<file path="config.mk">
export PLATFORM = sky130hd
export DESIGN_NAME = pin_mode_logic
export DESIGN_NICKNAME = d
export VERILOG_FILES = /design/src/shared/pin_mode_pkg.sv /design/src/hdl/pin_sync.sv /design/src/hdl/apb_regs.sv /design/src/hdl/pin_mode_logic.sv
export SDC_FILE = /design/constraint.sdc
export NUM_CORES = 1
export LEC_CHECK = 0
export BUFFER_PORTS_ARGS = -buffer_cell sky130_fd_sc_hd__clkbuf_2
export CORE_ASPECT_RATIO = 0.75
export CORE_MARGIN = 2
export CORE_UTILIZATION = 47
export DETAILED_ROUTE_END_ITERATION = 8
export PLACE_DENSITY_LB_ADDON = 0.08
export REMOVE_ABC_BUFFERS = 1
export SYNTH_ARGS = -nofsm -noshare
export SYNTH_HDL_FRONTEND = slang
export SYNTH_HIERARCHICAL = 1
export SYNTH_SLANG_ARGS = --single-unit
</file>
<file path="constraint.sdc">
create_clock -name mclk -period 2.05 [get_ports mclk]
set_input_delay 0.41 -clock mclk [delete_from_list [all_inputs] [get_ports mclk]]
set_output_delay 0.41 -clock mclk [all_outputs]
set_load 0.005 [all_outputs]
</file>
<file path="src/shared/pin_mode_pkg.sv">
// constants and types for the type-c control pin mode logic
// Functional notes
// - floating strap selects standalone gpio mode
// - low strap enables bus, address 0x47
// - high strap enables bus, address 0x67
// - bus mode: open-drain low interrupt on change
// - gpio mode: interrupt pin low on accessory
// - bus mode: dual pins carry data, clock
// - gpio ufp: flag a low medium/high current
// - gpio ufp: flag b low high current
// - attach output low on dfp attach
// - enable input active low
// - orientation high position 2, low 1
package pin_mode_pkg;
    typedef enum logic [1:0] {
        STRAP_LOW,
        STRAP_HIGH,
        STRAP_FLOAT
    } strap_type;

    typedef enum logic [1:0] {
        CUR_DEFAULT,
        CUR_MEDIUM,
        CUR_HIGH
    } current_type;

    localparam logic [6:0] ADDR_STRAP_LOW    = 7'h47;
    localparam logic [6:0] ADDR_STRAP_HIGH   = 7'h67;
    // apb register byte offsets
    localparam logic [7:0] OFS_STATUS        = 8'h00;
    localparam logic [7:0] OFS_MASK          = 8'h04;
    localparam logic [7:0] OFS_PINS          = 8'h08;
    localparam logic [7:0] OFS_MODE          = 8'h0C;
    localparam logic [7:0] OFS_CHANGE        = 8'h10;
    // event bit positions in status and mask
    localparam int         EV_MODE           = 0;
    localparam int         EV_ATTACH         = 1;
    localparam int         EV_ACCESSORY      = 2;
    localparam int         EV_ENABLE         = 3;
    localparam int         EV_WIDTH          = 4;
    localparam logic [3:0] MASK_RESET        = 4'h0;
    localparam logic [1:0] SYNC_STAGES       = 2'h2;
endpackage

</file>
<file path="src/hdl/pin_sync.sv">
// two flip-flop synchroniser for a group of pin levels
module pin_sync
    import pin_mode_pkg::*;
#(
    parameter int WIDTH = 1
) (
    // clocking
    input  wire logic             mclk,
    input  wire logic             rstSync_n,
    input  wire logic             clkEn,
    // levels
    input  wire logic [WIDTH-1:0] asyncIn,
    output logic      [WIDTH-1:0] syncOut
);
    logic [WIDTH-1:0] stage1_ff;

    always_ff @(posedge mclk or negedge rstSync_n) begin
        if (!rstSync_n) begin
            stage1_ff <= '0;
            syncOut   <= '0;
        end else if (clkEn) begin
            stage1_ff <= asyncIn;
            syncOut   <= stage1_ff;
        end
    end
endmodule

</file>
<file path="src/hdl/apb_regs.sv">
// apb slave for status, mask, pin readback and mode registers
module apb_regs
    import pin_mode_pkg::*;
(
    // clocking
    input  wire logic                mclk,
    input  wire logic                rstSync_n,
    input  wire logic                clkEn,
    // apb
    input  wire logic                psel,
    input  wire logic                penable,
    input  wire logic                pwrite,
    input  wire logic [7:0]          paddr,
    input  wire logic [31:0]         pwdata,
    output logic      [31:0]         prdata,
    output logic                     pready,
    output logic                     pslverr,
    // block side
    input  wire logic [EV_WIDTH-1:0] events,
    input  wire logic [31:0]         pinView,
    input  wire logic [31:0]         modeView,
    output logic      [EV_WIDTH-1:0] status_ff,
    output logic      [EV_WIDTH-1:0] mask_ff,
    output logic                     writeSeen
);
    logic access;
    logic known;
    logic [31:0] nxt_prdata;

    function automatic logic isMapped(input logic [7:0] a);
        return a == OFS_STATUS || a == OFS_MASK || a == OFS_PINS || a == OFS_MODE;
    endfunction

    assign access = psel && penable && pready;
    assign known  = isMapped(paddr);

    always_comb begin
        nxt_prdata = 32'h0000_0000;
        unique case (paddr)
            OFS_STATUS: nxt_prdata = {{(32-EV_WIDTH){1'b0}}, status_ff};
            OFS_MASK:   nxt_prdata = {{(32-EV_WIDTH){1'b0}}, mask_ff};
            OFS_PINS:   nxt_prdata = pinView;
            OFS_MODE:   nxt_prdata = modeView;
            default:    nxt_prdata = 32'h0000_0000;
        endcase
    end

    // one wait state: ready rises in the second access cycle
    always_ff @(posedge mclk or negedge rstSync_n) begin
        if (!rstSync_n) begin
            pready  <= 1'b0;
            prdata  <= 32'h0000_0000;
            pslverr <= 1'b0;
        end else if (clkEn) begin
            pready  <= psel && penable && !pready;
            pslverr <= psel && penable && !pready && !known;
            if (psel && penable && !pready && !pwrite) begin
                prdata <= nxt_prdata;
            end
        end
    end

    // set wins over the write-one clear
    always_ff @(posedge mclk or negedge rstSync_n) begin
        if (!rstSync_n) begin
            status_ff <= '0;
        end else if (clkEn) begin
            if (access && pwrite && paddr == OFS_STATUS) begin
                status_ff <= (status_ff & ~pwdata[EV_WIDTH-1:0]) | events;
            end else begin
                status_ff <= status_ff | events;
            end
        end
    end

    always_ff @(posedge mclk or negedge rstSync_n) begin
        if (!rstSync_n) begin
            mask_ff   <= MASK_RESET;
            writeSeen <= 1'b0;
        end else if (clkEn) begin
            writeSeen <= access && pwrite && known;
            if (access && pwrite && paddr == OFS_MASK) begin
                mask_ff <= pwdata[EV_WIDTH-1:0];
            end
        end
    end
endmodule

</file>
<file path="src/hdl/pin_mode_logic.sv">
// top of the type-c control pin mode logic
module pin_mode_logic
    import pin_mode_pkg::*;
(
    // clock and reset
    input  wire logic        mclk,
    input  wire logic        rst_n,
    input  wire logic        clkEn,
    // pins from outside
    input  wire logic        enable_n,
    input  wire logic [1:0]  strapLevel,
    // detection results from cc logic
    input  wire logic        ufpRole,
    input  wire logic        dfpRole,
    input  wire logic        attachDetected,
    input  wire logic [1:0]  currentLevel,
    input  wire logic        accessoryDetected,
    input  wire logic        plugPosition2,
    input  wire logic        regChange,
    // serial bus engine side, outputs to pins when in bus mode
    input  wire logic        busDataOe_n,
    input  wire logic        busClockOe_n,
    // dual-function pins, plus the attach and orientation pins
    input  wire logic        busDataIn,
    input  wire logic        busClockIn,
    output logic             busDataOrCurrentFlagA_oe_n,
    output logic             busClockOrCurrentFlagB_oe_n,
    output logic             irqOrAccessoryPin_oe_n,
    output logic             sourceAttachFlagPin_oe_n,
    output logic             orientationPin_oe_n,
    // bus mode status for the serial bus engine
    output logic             busEnable,
    output logic [6:0]       targetAddress,
    output logic             busDataSync,
    output logic             busClockSync,
    // apb
    input  wire logic        psel,
    input  wire logic        penable,
    input  wire logic        pwrite,
    input  wire logic [7:0]  paddr,
    input  wire logic [31:0] pwdata,
    output logic [31:0]      prdata,
    output logic             pready,
    output logic             pslverr,
    // interrupt
    output logic             irq
);
    logic                rstMeta_ff;
    logic                rstSync_n;
    logic [5:0]          pinSync;
    logic                enableSync_n;
    logic [1:0]          strapSync;
    logic                dataSync;
    logic                clockSync;
    logic                active;
    strap_type           strap_ff;
    strap_type           nxt_strap;
    logic                gpioMode;
    logic [EV_WIDTH-1:0] events;
    logic [EV_WIDTH-1:0] status;
    logic [EV_WIDTH-1:0] mask;
    logic                attachPrev_ff;
    logic                accPrev_ff;
    logic                enPrev_ff;
    logic                writeSeen;
    logic                irqPending_ff;
    logic [31:0]         pinView;
    logic [31:0]         modeView;
    logic                nxtFlagA;
    logic                nxtFlagB;
    logic                nxtIrqPin;

    // reset released through two flip-flops
    always_ff @(posedge mclk or negedge rst_n) begin
        if (!rst_n) begin
            rstMeta_ff <= 1'b0;
            rstSync_n  <= 1'b0;
        end else begin
            rstMeta_ff <= 1'b1;
            rstSync_n  <= rstMeta_ff;
        end
    end

    pin_sync #(
        .WIDTH(6)
    ) u_pin_sync (
        .mclk      (mclk),
        .rstSync_n (rstSync_n),
        .clkEn     (clkEn),
        .asyncIn   ({~enable_n, strapLevel, ~busDataIn, ~busClockIn, 1'b0}),
        .syncOut   (pinSync)
    );

    // enable and bus lines are stored inverted so the synchroniser's zero reset
    // reads as disabled and idle-high lines: no false bus start after reset
    assign enableSync_n = ~pinSync[5];
    assign strapSync    = pinSync[4:3];
    assign dataSync     = ~pinSync[2];
    assign clockSync    = ~pinSync[1];
    assign active       = !enableSync_n;

    // tri-level strap arrives as two comparator levels: 00 low, 11 high, else floating
    function automatic strap_type decodeStrap(input logic [1:0] lvl);
        unique case (lvl)
            2'b00:   return STRAP_LOW;
            2'b11:   return STRAP_HIGH;
            default: return STRAP_FLOAT;
        endcase
    endfunction

    assign nxt_strap = decodeStrap(strapSync);
    assign gpioMode  = (strap_ff == STRAP_FLOAT);

    // strap is followed while disabled and frozen while enabled, so a glitch
    // on the pin cannot flip the mode under a live bus transfer
    always_ff @(posedge mclk or negedge rstSync_n) begin
        if (!rstSync_n) begin
            strap_ff <= STRAP_FLOAT;
        end else if (clkEn && !active) begin
            strap_ff <= nxt_strap;
        end
    end

    always_ff @(posedge mclk or negedge rstSync_n) begin
        if (!rstSync_n) begin
            busEnable     <= 1'b0;
            targetAddress <= ADDR_STRAP_LOW;
            busDataSync   <= 1'b1;
            busClockSync  <= 1'b1;
        end else if (clkEn) begin
            busEnable    <= active && !gpioMode;
            busDataSync  <= dataSync;
            busClockSync <= clockSync;
            if (strap_ff == STRAP_HIGH) begin
                targetAddress <= ADDR_STRAP_HIGH;
            end else begin
                targetAddress <= ADDR_STRAP_LOW;
            end
        end
    end

    // bus-mode interrupt latch: any register change asserts until serviced
    always_ff @(posedge mclk or negedge rstSync_n) begin
        if (!rstSync_n) begin
            irqPending_ff <= 1'b0;
        end else if (clkEn) begin
            if (regChange || writeSeen) begin
                irqPending_ff <= 1'b1;
            end else if (!active || gpioMode) begin
                irqPending_ff <= 1'b0;
            end else if (psel && penable && pready && !pwrite && paddr == OFS_CHANGE) begin
                irqPending_ff <= 1'b0;
            end
        end
    end

    // current flags only mean something as a sink; otherwise released
    always_comb begin
        nxtFlagA  = 1'b1;
        nxtFlagB  = 1'b1;
        nxtIrqPin = 1'b1;
        if (!active) begin
            nxtFlagA  = 1'b1;
            nxtFlagB  = 1'b1;
            nxtIrqPin = 1'b1;
        end else if (gpioMode) begin
            nxtFlagA  = !(ufpRole && currentLevel != CUR_DEFAULT);
            nxtFlagB  = !(ufpRole && currentLevel == CUR_HIGH);
            nxtIrqPin = !accessoryDetected;
        end else begin
            nxtFlagA  = busDataOe_n;
            nxtFlagB  = busClockOe_n;
            nxtIrqPin = !irqPending_ff;
        end
    end

    // open-drain: enable low pulls the pin low, high releases it
    always_ff @(posedge mclk or negedge rstSync_n) begin
        if (!rstSync_n) begin
            busDataOrCurrentFlagA_oe_n  <= 1'b1;
            busClockOrCurrentFlagB_oe_n <= 1'b1;
            irqOrAccessoryPin_oe_n      <= 1'b1;
            sourceAttachFlagPin_oe_n    <= 1'b1;
            orientationPin_oe_n         <= 1'b1;
        end else if (clkEn) begin
            busDataOrCurrentFlagA_oe_n  <= nxtFlagA;
            busClockOrCurrentFlagB_oe_n <= nxtFlagB;
            irqOrAccessoryPin_oe_n      <= nxtIrqPin;
            sourceAttachFlagPin_oe_n    <= !(active && dfpRole && attachDetected);
            orientationPin_oe_n         <= !(active && !plugPosition2);
        end
    end

    // event edges for the sticky status register
    always_ff @(posedge mclk or negedge rstSync_n) begin
        if (!rstSync_n) begin
            attachPrev_ff <= 1'b0;
            accPrev_ff    <= 1'b0;
            enPrev_ff     <= 1'b0;
        end else if (clkEn) begin
            attachPrev_ff <= attachDetected;
            accPrev_ff    <= accessoryDetected;
            enPrev_ff     <= active;
        end
    end

    assign events[EV_MODE]      = regChange;
    assign events[EV_ATTACH]    = attachDetected != attachPrev_ff;
    assign events[EV_ACCESSORY] = accessoryDetected != accPrev_ff;
    assign events[EV_ENABLE]    = active != enPrev_ff;

    assign pinView  = {26'h0, sourceAttachFlagPin_oe_n, orientationPin_oe_n, irqOrAccessoryPin_oe_n,
                       busClockOrCurrentFlagB_oe_n, busDataOrCurrentFlagA_oe_n, active};
    assign modeView = {22'h0, targetAddress, busEnable, strap_ff};

    apb_regs u_apb_regs (
        .mclk      (mclk),
        .rstSync_n (rstSync_n),
        .clkEn     (clkEn),
        .psel      (psel),
        .penable   (penable),
        .pwrite    (pwrite),
        .paddr     (paddr),
        .pwdata    (pwdata),
        .prdata    (prdata),
        .pready    (pready),
        .pslverr   (pslverr),
        .events    (events),
        .pinView   (pinView),
        .modeView  (modeView),
        .status_ff (status),
        .mask_ff   (mask),
        .writeSeen (writeSeen)
    );

    always_ff @(posedge mclk or negedge rstSync_n) begin
        if (!rstSync_n) begin
            irq <= 1'b0;
        end else if (clkEn) begin
            irq <= |(status & mask);
        end
    end

    a_float_gpio: assert property (@(posedge mclk) disable iff (!rstSync_n)
        clkEn && active && gpioMode |=> !busEnable) else $error("bus enabled in gpio mode");
    a_low_addr: assert property (@(posedge mclk) disable iff (!rstSync_n)
        clkEn && strap_ff == STRAP_LOW |=> targetAddress == 7'h47) else $error("low strap address");
    a_high_addr: assert property (@(posedge mclk) disable iff (!rstSync_n)
        clkEn && strap_ff == STRAP_HIGH |=> targetAddress == 7'h67) else $error("high strap address");
    a_irq_change: assert property (@(posedge mclk) disable iff (!rstSync_n)
        clkEn && regChange && active && !gpioMode ##1 clkEn && active && !gpioMode
        |=> !irqOrAccessoryPin_oe_n) else $error("change interrupt missing");
    a_acc_pin: assert property (@(posedge mclk) disable iff (!rstSync_n)
        clkEn && active && gpioMode && accessoryDetected |=> !irqOrAccessoryPin_oe_n) else $error("accessory pin");
    a_bus_data: assert property (@(posedge mclk) disable iff (!rstSync_n)
        clkEn && active && !gpioMode |=> busDataOrCurrentFlagA_oe_n == $past(busDataOe_n)) else $error("bus data pin");
    a_flag_a: assert property (@(posedge mclk) disable iff (!rstSync_n)
        clkEn && active && gpioMode && ufpRole && currentLevel == CUR_MEDIUM
        |=> !busDataOrCurrentFlagA_oe_n && busClockOrCurrentFlagB_oe_n) else $error("medium flags");
    a_flag_b: assert property (@(posedge mclk) disable iff (!rstSync_n)
        clkEn && active && gpioMode && ufpRole && currentLevel == CUR_HIGH
        |=> !busClockOrCurrentFlagB_oe_n) else $error("high flag");
    a_attach_pin: assert property (@(posedge mclk) disable iff (!rstSync_n)
        clkEn && active && dfpRole && attachDetected |=> !sourceAttachFlagPin_oe_n) else $error("attach pin");
    a_orient_pin: assert property (@(posedge mclk) disable iff (!rstSync_n)
        clkEn && active |=> orientationPin_oe_n == $past(plugPosition2)) else $error("orientation pin");
    a_off_release: assert property (@(posedge mclk) disable iff (!rstSync_n)
        clkEn && !active |=> irqOrAccessoryPin_oe_n && sourceAttachFlagPin_oe_n && orientationPin_oe_n
        && busDataOrCurrentFlagA_oe_n && busClockOrCurrentFlagB_oe_n) else $error("pins not released");

    // strap register and bus mode
    a_strap_frozen: assert property (@(posedge mclk) disable iff (!rstSync_n)
        clkEn && active
        |=> $stable(strap_ff))
        else $error("strap changed while enabled");

    a_strap_follow: assert property (@(posedge mclk) disable iff (!rstSync_n)
        clkEn && !active
        |=> strap_ff == $past(nxt_strap))
        else $error("strap not followed while disabled");

    a_bus_enable: assert property (@(posedge mclk) disable iff (!rstSync_n)
        clkEn && active && !gpioMode
        |=> busEnable)
        else $error("bus not enabled");

    a_bus_clock: assert property (@(posedge mclk) disable iff (!rstSync_n)
        clkEn && active && !gpioMode
        |=> busClockOrCurrentFlagB_oe_n == $past(busClockOe_n))
        else $error("bus clock pin");

    // status outputs in gpio mode, and the attach pin in any mode
    a_default_flags: assert property (@(posedge mclk) disable iff (!rstSync_n)
        clkEn && active && gpioMode && ufpRole && currentLevel == CUR_DEFAULT
        |=> busDataOrCurrentFlagA_oe_n && busClockOrCurrentFlagB_oe_n)
        else $error("default current flags");

    a_acc_release: assert property (@(posedge mclk) disable iff (!rstSync_n)
        clkEn && active && gpioMode && !accessoryDetected
        |=> irqOrAccessoryPin_oe_n)
        else $error("accessory pin not released");

    a_attach_release: assert property (@(posedge mclk) disable iff (!rstSync_n)
        clkEn && !(dfpRole && attachDetected)
        |=> sourceAttachFlagPin_oe_n)
        else $error("attach pin not released");

    // bus interrupt latch, status, level interrupt and the clock-enable freeze
    a_bus_irq_idle: assert property (@(posedge mclk) disable iff (!rstSync_n)
        clkEn && active && !gpioMode && !irqPending_ff
        |=> irqOrAccessoryPin_oe_n)
        else $error("interrupt pin without change");

    a_irq_hold: assert property (@(posedge mclk) disable iff (!rstSync_n)
        clkEn && irqPending_ff && active && !gpioMode
        && !(psel && penable && pready && !pwrite && paddr == OFS_CHANGE)
        |=> irqPending_ff) else $error("interrupt dropped early");

    a_irq_level: assert property (@(posedge mclk) disable iff (!rstSync_n)
        clkEn && (status & mask) != '0
        |=> irq)
        else $error("level interrupt missing");

    a_sticky_set: assert property (@(posedge mclk) disable iff (!rstSync_n)
        clkEn && events[EV_ACCESSORY]
        |=> status[EV_ACCESSORY])
        else $error("status event lost");

    a_clken_freeze: assert property (@(posedge mclk) disable iff (!rstSync_n)
        !clkEn
        |=> $stable(irqOrAccessoryPin_oe_n) && $stable(irq) && $stable(busEnable))
        else $error("state moved while frozen");

    // coverage of the main scenarios
    c_gpio_acc: cover property (@(posedge mclk) active && gpioMode && accessoryDetected);
    c_bus_irq: cover property (@(posedge mclk) active && !gpioMode && !irqOrAccessoryPin_oe_n);
    c_high_addr: cover property (@(posedge mclk) busEnable && targetAddress == ADDR_STRAP_HIGH);
    c_low_addr: cover property (@(posedge mclk) busEnable && targetAddress == ADDR_STRAP_LOW);
    c_flag_high: cover property (@(posedge mclk) active && gpioMode && !busClockOrCurrentFlagB_oe_n);
endmodule

</file>
Word level (Yosys, flattened, before mapping):

Cells that the tools add are included.

* memories kept: 0
* output and inout bits: 50
* ROM bits: 0
* logic and storage cells: 102
* RAM bits: 0
* bits in latches: 0
* bits of input ports: 61
* register bits: 77

* eq/ne operators: 11
* $lt $le $gt $ge: 0
* shifts and indexed selects: 0
* add/sub/neg operators: 0
* bitwise gates (word level): 10
* mux-type cells: 13
* reductions and logical operators: 43
* div/mod/pow operators: 0
* multipliers: 0

Operators by type and width (count)
* $pmux W10 S4: 1
* $logic_and A1 B1 Y1: 18
* $eq A8 B4 Y1 const B: 2
* $logic_not A1 Y1: 12
* $mux W1: 9
* $and A4 B4 Y4: 2
* $eq A8 B3 Y1 const B: 1
* $eq A8 B5 Y1 const B: 1
* $logic_not A8 Y1: 1
* $or A4 B4 Y4: 2
* $eq A2 B2 Y1 const B: 3
* $mux W6: 1
* $reduce_and A2 Y1: 3
* $logic_or A1 B1 Y1: 5
* $not A1 Y1: 5
* $mux W4: 1
* $not A4 Y4: 1
* $pmux W2 S2: 1
* $reduce_or A4 Y1: 1
* $ne A1 B1 Y1: 3
* $reduce_bool A3 Y1: 1
* $eq A2 B1 Y1 const B: 1
* $logic_not A2 Y1: 1
* $reduce_bool A2 Y1: 1

Logic depth before layout (Yosys ltp):

Gate-level depths: netlist of run 1.

* word-level depth: 7
* gate-level depth with buffers: 6
* gate-level depth less buffers: 3

Hierarchy:

The synthesis of run 1 kept the hierarchy.

By module, submodules not included
* apb_regs: cells an instance 151, area an instance 2048.2 µm², instances 1
* pin_mode_logic: cells an instance 84, area an instance 899.6 µm², instances 1
* pin_sync: cells an instance 25, area an instance 484.2 µm², instances 1

Worst setup path after synthesis of run 1:

OpenSTA, ideal clock, no wires.

* path kind: in2reg
* from: input port paddr[1]
* to: register u_apb_regs.mask_ff[0]
* setup slack: 0.274 ns
* cell stages on the path: 3
* library setup time: 0.125 ns
* data arrival time: 1.651 ns
* data required time: 1.925 ns
* path buffers: 0
* path through: or4_4 -> nor4_4 -> mux2_2

* longest elaborated chain between the ends: 3

RTL lines
* start, declared: RTL line pin_mode_logic.sv:40 `input wire logic [7:0] paddr,`
* $eq A8 B3 Y1: RTL line apb_regs.sv:82 `if (access && pwrite && paddr == OFS_MASK) begin`
* $logic_and A1 B1 Y1: RTL line apb_regs.sv:82
* $reduce_and A2 Y1 (no source line)
* end signal, assigned: RTL line apb_regs.sv:83 `mask_ff <= pwdata[EV_WIDTH-1:0];`
* end, declared: RTL line apb_regs.sv:23 `output logic [EV_WIDTH-1:0] mask_ff,`

Every way passes these cells.
A chain may end at the register's enable or synchronous reset.

Worst setup path in the final report of run 1:

Ends and elaborated chain as after synthesis.

==> key figures, run 1 <==
STA
  – Endpoints failing setup: 0
  – Pins over their slew limit: 0
  – Skew final: 0.0118 ns
  – Hold slack final: 0.250 ns
  – RSZ-0062 raised after global routing: false
  – Least-Margin Pin Slew: 0.552 ns
  – Headroom to the max-slew limit: 0.631
  – Fmax: 595 MHz
  – Post-route clock period utilization: 0.820
  – Endpoints failing hold: 0
  – Fin worst setup slack: 0.369 ns
  – Clock period minus worst slack: 1.68 ns

Placed design
  – Port-buffer cells: 76
  – Sum of net half-perimeters after detailed placement: 5070 um
  – Post-Place Setup Slack: 0.0326 ns
  – Final weighted congestion in routability-driven placement: 0.822
  – Area after detailed placement: 4090 sq um

Layout
  – Fill cell count: 567
  – # diodes: 0
  – Synth-to-Final Area Change: 28.2%
  – Area of the multi-input gates: 1620 sq um
  – Area used by sequential logic in the layout: 1790 sq um
  – Share of post-route cells with drive strength above 1: 0.346
  – Layout net count: 456
  – Final instance area: 4300 sq um

Worst setup path
  – Worst Path Max Fanout: 3
  – Worst path required time: 2.26 ns
  – Setup Crit Path Kind: input port to flip-flop
  – Type of destination of the critical path: flip-flop
  – Type of element launching the critical path: input port
  – WP data arrival: 1.89 ns

Clocking
  – Clock Latency Late Sink: 0.33 ns
  – Resized Gates After CTS: 0
  – Number of H-tree levels: 3
  – Clock slew at the register clock pins of the worst setup and hold paths: 0.07 ns
  – TritonCTS clock tree: done
  – Hold-fix buffers at CTS: 1
  – Setup repair bufs after CTS: 0
  – CTS root buffer: clkbuf_8
  – Number of clock sinks seen by CTS: 71
  – Number of buffers created by CTS: 9
  – Maximum buffer depth of the clock tree: 2

Floorplanning
  – Initial Utilization: 0.488
  – Area inside the core boundary: 6860 sq um
  – X dimension of the die: 102 um
  – Die H: 77.1 um
  – Num rows: 26
  – Die area: 7830 sq um
  – IO Count: 111

Logic synthesis
  – Post-synthesis instance total: 256
  – Count of warnings emitted by yosys: 6
  – Average instance area after synthesis: 13.1 sq um
  – Summed instance area of the synthesized netlist: 3350 sq um

Min path
  – Type of the most critical hold path: input port to flip-flop

Routing
  – Average vias per placed instance: 4.83
  – Total DRC errors in the routed layout: 0
  – Detailed Routing Iterations Pass 1: 4
  – Initial drt markers: 94
  – Detailed-route wire length: 7090 um
  – Routed WL per cell: 14.3 um
  – Count of nets left with antenna violations after detail routing: 0
  – Via count: 2402

Outcome
  – Run status: finished, final reports clean

Power
  – Switching power summed over all nets: 810 uW
  – Power Internal: 2.39 mW
  – Relative contribution of combinational cells to total power: 0.142
  – Worst VDD drop: 0.000536 V
  – Clk network pwr share: 0.351
  – Part of the power in registers: 0.508
  – Cell area power density: 746 nW/um^2
  – Switching share of power: 0.253
  – Total power consumption of the routed design: 3.20 mW
  – Static Leak: 2.20 nW

GRT
  – Number of antenna violations at the first check in global routing: 0
  – First-pass GRT wire length: 11500 um
  – Pin count of the biggest net entering global routing: 42
  – Via count of the first global-routing pass: 2288
  – Residual overflow from global routing: 0
  – All-Layer GR Usage: 0.192

Flow run
  – Total of max-cap violations: 0
## final cells by class
class	instances	share of cell area
inverters	13	0.0114
repair buffers	89	0.121
flip-flops and latches	71	0.416
multi-input cells	210	0.377
clock inverters	3	0.00990
clock buffers	13	0.0370
well taps	98	0.0285
## flip-flops by register name, indices dropped and copies added, names as in the netlist, 2 cells and up
| signal | cells |
|---|---|
| strap_ff | 2 |
| u_apb_regs/mask_ff | 4 |
| u_apb_regs/prdata | 32 |
| u_apb_regs/status_ff | 4 |
| u_pin_sync/stage1_ff | 5 |
| u_pin_sync/syncOut | 5 |
## final timing paths
path                                   start                  endpoint  slack (ns)  cells past startpoint
setup / recovery                    paddr[1]     u_apb_regs/mask_ff[0]        0.37                      5
hold / removal                       dfpRole  sourceAttachFlagPin_oe_n        0.25                      2
setup reg to reg           u_apb_regs/pready      u_apb_regs/prdata[5]        0.42                      4
hold reg to reg                    rstSync_n   u_pin_sync/stage1_ff[2]        0.26                      0
max in group asynchronous          rstSync_n  sourceAttachFlagPin_oe_n        1.12                      1
min in group asynchronous          rstSync_n   u_pin_sync/stage1_ff[2]        0.26                      0
## cells in the final DEF (no fill, tap or decap), types with 3 or more instances in the layout
master      n
o21ai_0     3
nand3_1     3
conb_1     61
xor2_1      3
mux2i_1    32
mux2_2     10
a22o_1      4
mux2_4      8
o2bb2ai_1  28
clkbuf_8   11
inv_1      13
dfstp_2     8
buf_4       9
a221o_1     4
dfrtp_1    62
nor2b_1     6
nor2_1     10
buf_12      3
mux4_2      4
clkbuf_2   76
## power by group through the flow
stage          combinational (mW)  sequential, mW  clock [mW]
2_1_floorplan               0.255            1.64           0
3_3_place_gp                0.439            1.65           0
4_1_cts                     0.453            1.63        1.16
3_5_place_dp                0.450            1.66           0
5_1_grt                     0.503            1.65        1.22
6_report                    0.453            1.63        1.12
## per-stage QoR
| stage | cells | TNS, ns | utilization |
|---|---|---|---|
| 2_1_floorplan | 294 | -3.64 | - |
| 3_3_place_gp | 480 | 0 | 0.595 |
| 3_5_place_dp | 480 | 0 | 0.595 |
| 4_1_cts | 497 | 0 | 0.626 |
| 5_1_grt | 497 | 0 | 0.626 |
| 6_report | 497 | 0 | 0.626 |
## worst max-delay path, stage by stage
cell	delay (ns)
clkbuf_2	0.10
or4_4	0.55
nor4_4	0.33
buf_4	0.18
mux2_2	0.32
## per-layer routing
metal | vias to the layer above | global-route usage | wire length, um
met1 | 1155 | 0.286 | 3610
li1 | 1172 | - | -
met5 | - | 0 | 0
met2 | 68 | 0.274 | 3040
met4 | 0 | 0.0338 | 50
met3 | 7 | 0.0684 | 386
Power figures use the tool's default switching activity.
==> run 2, diff against run 1 <==
- CORE_UTILIZATION: 47 -> 52
- clock period: 2.05 -> 1.6 ns (I/O delays scaled with it)
==> run 2 against run 1 <==
Effect of this change:
- first-iteration DRC count increased by 40%
- sequential share of layout area shrank 0.43 points
- combinational power is 35% higher
- via count up 3.2%
- worst setup slack got worse by 0.31 ns
- core utilization is 6.8 points higher
- largest cell class unchanged
- largest power group unchanged
==> key figures, run 2 (synthesized netlist as in run 1, its figures left out) <==
Outcome
  – Run status: finished, final reports clean

Placed design
  – Port-buffer cells: 76
  – Final weighted congestion in routability-driven placement: 0.854
  – Area after detailed placement: 4140 sq um
  – Sum of net half-perimeters after detailed placement: 5100 um

Routing
  – Via count: 2480
  – Total DRC errors in the routed layout: 0
  – Detailed Routing Iterations Pass 1: 4
  – Detailed-route wire length: 7190 um
  – Average vias per placed instance: 5.04
  – Count of nets left with antenna violations after detail routing: 0
  – Initial drt markers: 132
  – Routed WL per cell: 14.6 um

GRT
  – Residual overflow from global routing: 0
  – Pin count of the biggest net entering global routing: 62
  – Via count of the first global-routing pass: 2410
  – All-Layer GR Usage: 0.219
  – First-pass GRT wire length: 12000 um
  – Number of antenna violations at the first check in global routing: 0

Clocking
  – Maximum buffer depth of the clock tree: 2
  – Clock slew at the register clock pins of the worst setup and hold paths: 0.07 ns
  – Clock Latency Late Sink: 0.33 ns
  – Number of H-tree levels: 3
  – Setup repair bufs after CTS: 0
  – Hold-fix buffers at CTS: 1
  – Number of clock sinks seen by CTS: 71
  – Resized Gates After CTS: 0
  – Number of buffers created by CTS: 9
  – CTS root buffer: clkbuf_8
  – TritonCTS clock tree: done

Floorplanning
  – Num rows: 25
  – Die area: 7110 sq um
  – X dimension of the die: 96.7 um
  – Area inside the core boundary: 6260 sq um
  – IO Count: 111
  – Die H: 73.5 um
  – Initial Utilization: 0.536

Worst setup path
  – Type of destination of the critical path: flip-flop
  – Setup Crit Path Kind: input port to flip-flop
  – CP Buf/Inv Count: 2
  – Longest individual stage delay on the worst path: 0.55 ns
  – Critical path, cell by cell: clkbuf_2 -> or4_4 -> nor4_4 -> buf_4 -> mux2_2
  – Worst path top cell family by delay: simple AND/OR/NAND/NOR gates
  – Type of element launching the critical path: input port
  – Highest-delay cell along the critical path: or4_4
  – Worst Path Max Fanout: 4
  – Slack of the worst reg-to-reg path: 0.17 ns
  – Worst path required time: 1.82 ns
  – WP data arrival: 1.76 ns

STA
  – Fmax: 648 MHz
  – Clock period minus worst slack: 1.54 ns
  – RSZ-0062 raised after global routing: false
  – Endpoints failing hold: 0
  – Skew final: 0.00369 ns
  – Post-route clock period utilization: 0.964
  – Endpoints failing setup: 0
  – Pins over their slew limit: 0

Layout
  – Final instance area: 4340 sq um
  – Most used cells in the layout excluding fill and tap cells: 76 x clkbuf_2, 62 x dfrtp_1, 61 x conb_1
  – Share of post-route cells with drive strength above 1: 0.365
  – Most frequent standard cell in the layout excluding fill and tap cells: clkbuf_2
  – Layout net count: 468
  – Biggest registers after layout: u_apb_regs/prdata: 32 flops, u_pin_sync/stage1_ff: 5 flops, u_pin_sync/syncOut: 5 flops
  – Fill cell count: 514
  – # diodes: 0
  – Synth-to-Final Area Change: 29.5%
  – Biggest register: u_apb_regs/prdata
  – Number of flip-flops in the largest register: 32

Power
  – Total power consumption of the routed design: 4.07 mW
  – Switching power summed over all nets: 1.04 mW
  – Clk network pwr share: 0.340
  – Part of the power in registers: 0.510
  – Power Internal: 3.04 mW
  – Switching share of power: 0.254
  – Cell area power density: 938 nW/um^2
  – Worst VDD drop: 0.000649 V
  – Static Leak: 2.25 nW
  – Relative contribution of combinational cells to total power: 0.150

Min path
  – Type of the most critical hold path: flip-flop to asynchronous set/reset pin

Flow run
  – Total of max-cap violations: 0
==> run 2: worst paths after layout <==
| check | cells past startpoint | endpoint | from |
|---|---|---|---|
| worst max register to register | 3 | busClockOrCurrentFlagB_oe_n | u_pin_sync/syncOut[5] |
| worst min register to register | 0 | u_apb_regs/prdata[26] | rstSync_n |
| min in group mclk | 2 | sourceAttachFlagPin_oe_n | dfpRole |
| worst min-delay path | 0 | u_apb_regs/prdata[26] | rstSync_n |
| worst max-delay path | 5 | u_apb_regs/mask_ff[1] | paddr[1] |
| max in group asynchronous | 1 | busDataSync | rstSync_n |
==> run 2: through the flow <==
step	std cells	setup TNS (ns)	util	hold WS (ns)	setup WS (ns)
floorplan	294	-31.91	-	0.0244	-0.510
global placement	475	-1.71	0.662	0.107	-0.261
detailed placement	475	-1.70	0.662	0.107	-0.265
CTS	492	0	0.694	0.128	0.0827
global route	492	0	0.694	0.147	0.0620
finish	492	0	0.694	0.124	0.0568
==> run 2: cell type report <==
class	instances	area [sq um]	area share
Multi-Input combinational cell	210	1620	0.373
Tap cell	81	101	0.0233
Clock inverter	4	45.0	0.0104
Timing Repair Buffer	101	596	0.137
Sequential cell	71	1790	0.412
Clock buffer	12	145	0.0334
Inverter	13	48.8	0.0112
==> run 2: routing by layer <==
| metal | GRT usage | share of wire | vias up |
|---|---|---|---|
| met4 | 0.0548 | 0.0038 | 0 |
| met3 | 0.0818 | 0.065 | 2 |
| met5 | 0 | 0 | - |
| met2 | 0.319 | 0.44 | 81 |
| li1 | - | - | 1200 |
| met1 | 0.313 | 0.49 | 1197 |
==> run 2: power by group through the flow <==
stage | logic, mW | clock network [mW] | registers, mW
after floorplan | 0.326 | 0 | 2.10
after CTS | 0.611 | 1.43 | 2.07
final | 0.611 | 1.39 | 2.08
after detailed placement | 0.606 | 0 | 2.11
after global routing | 0.679 | 1.52 | 2.09
after global placement | 0.593 | 0 | 2.10
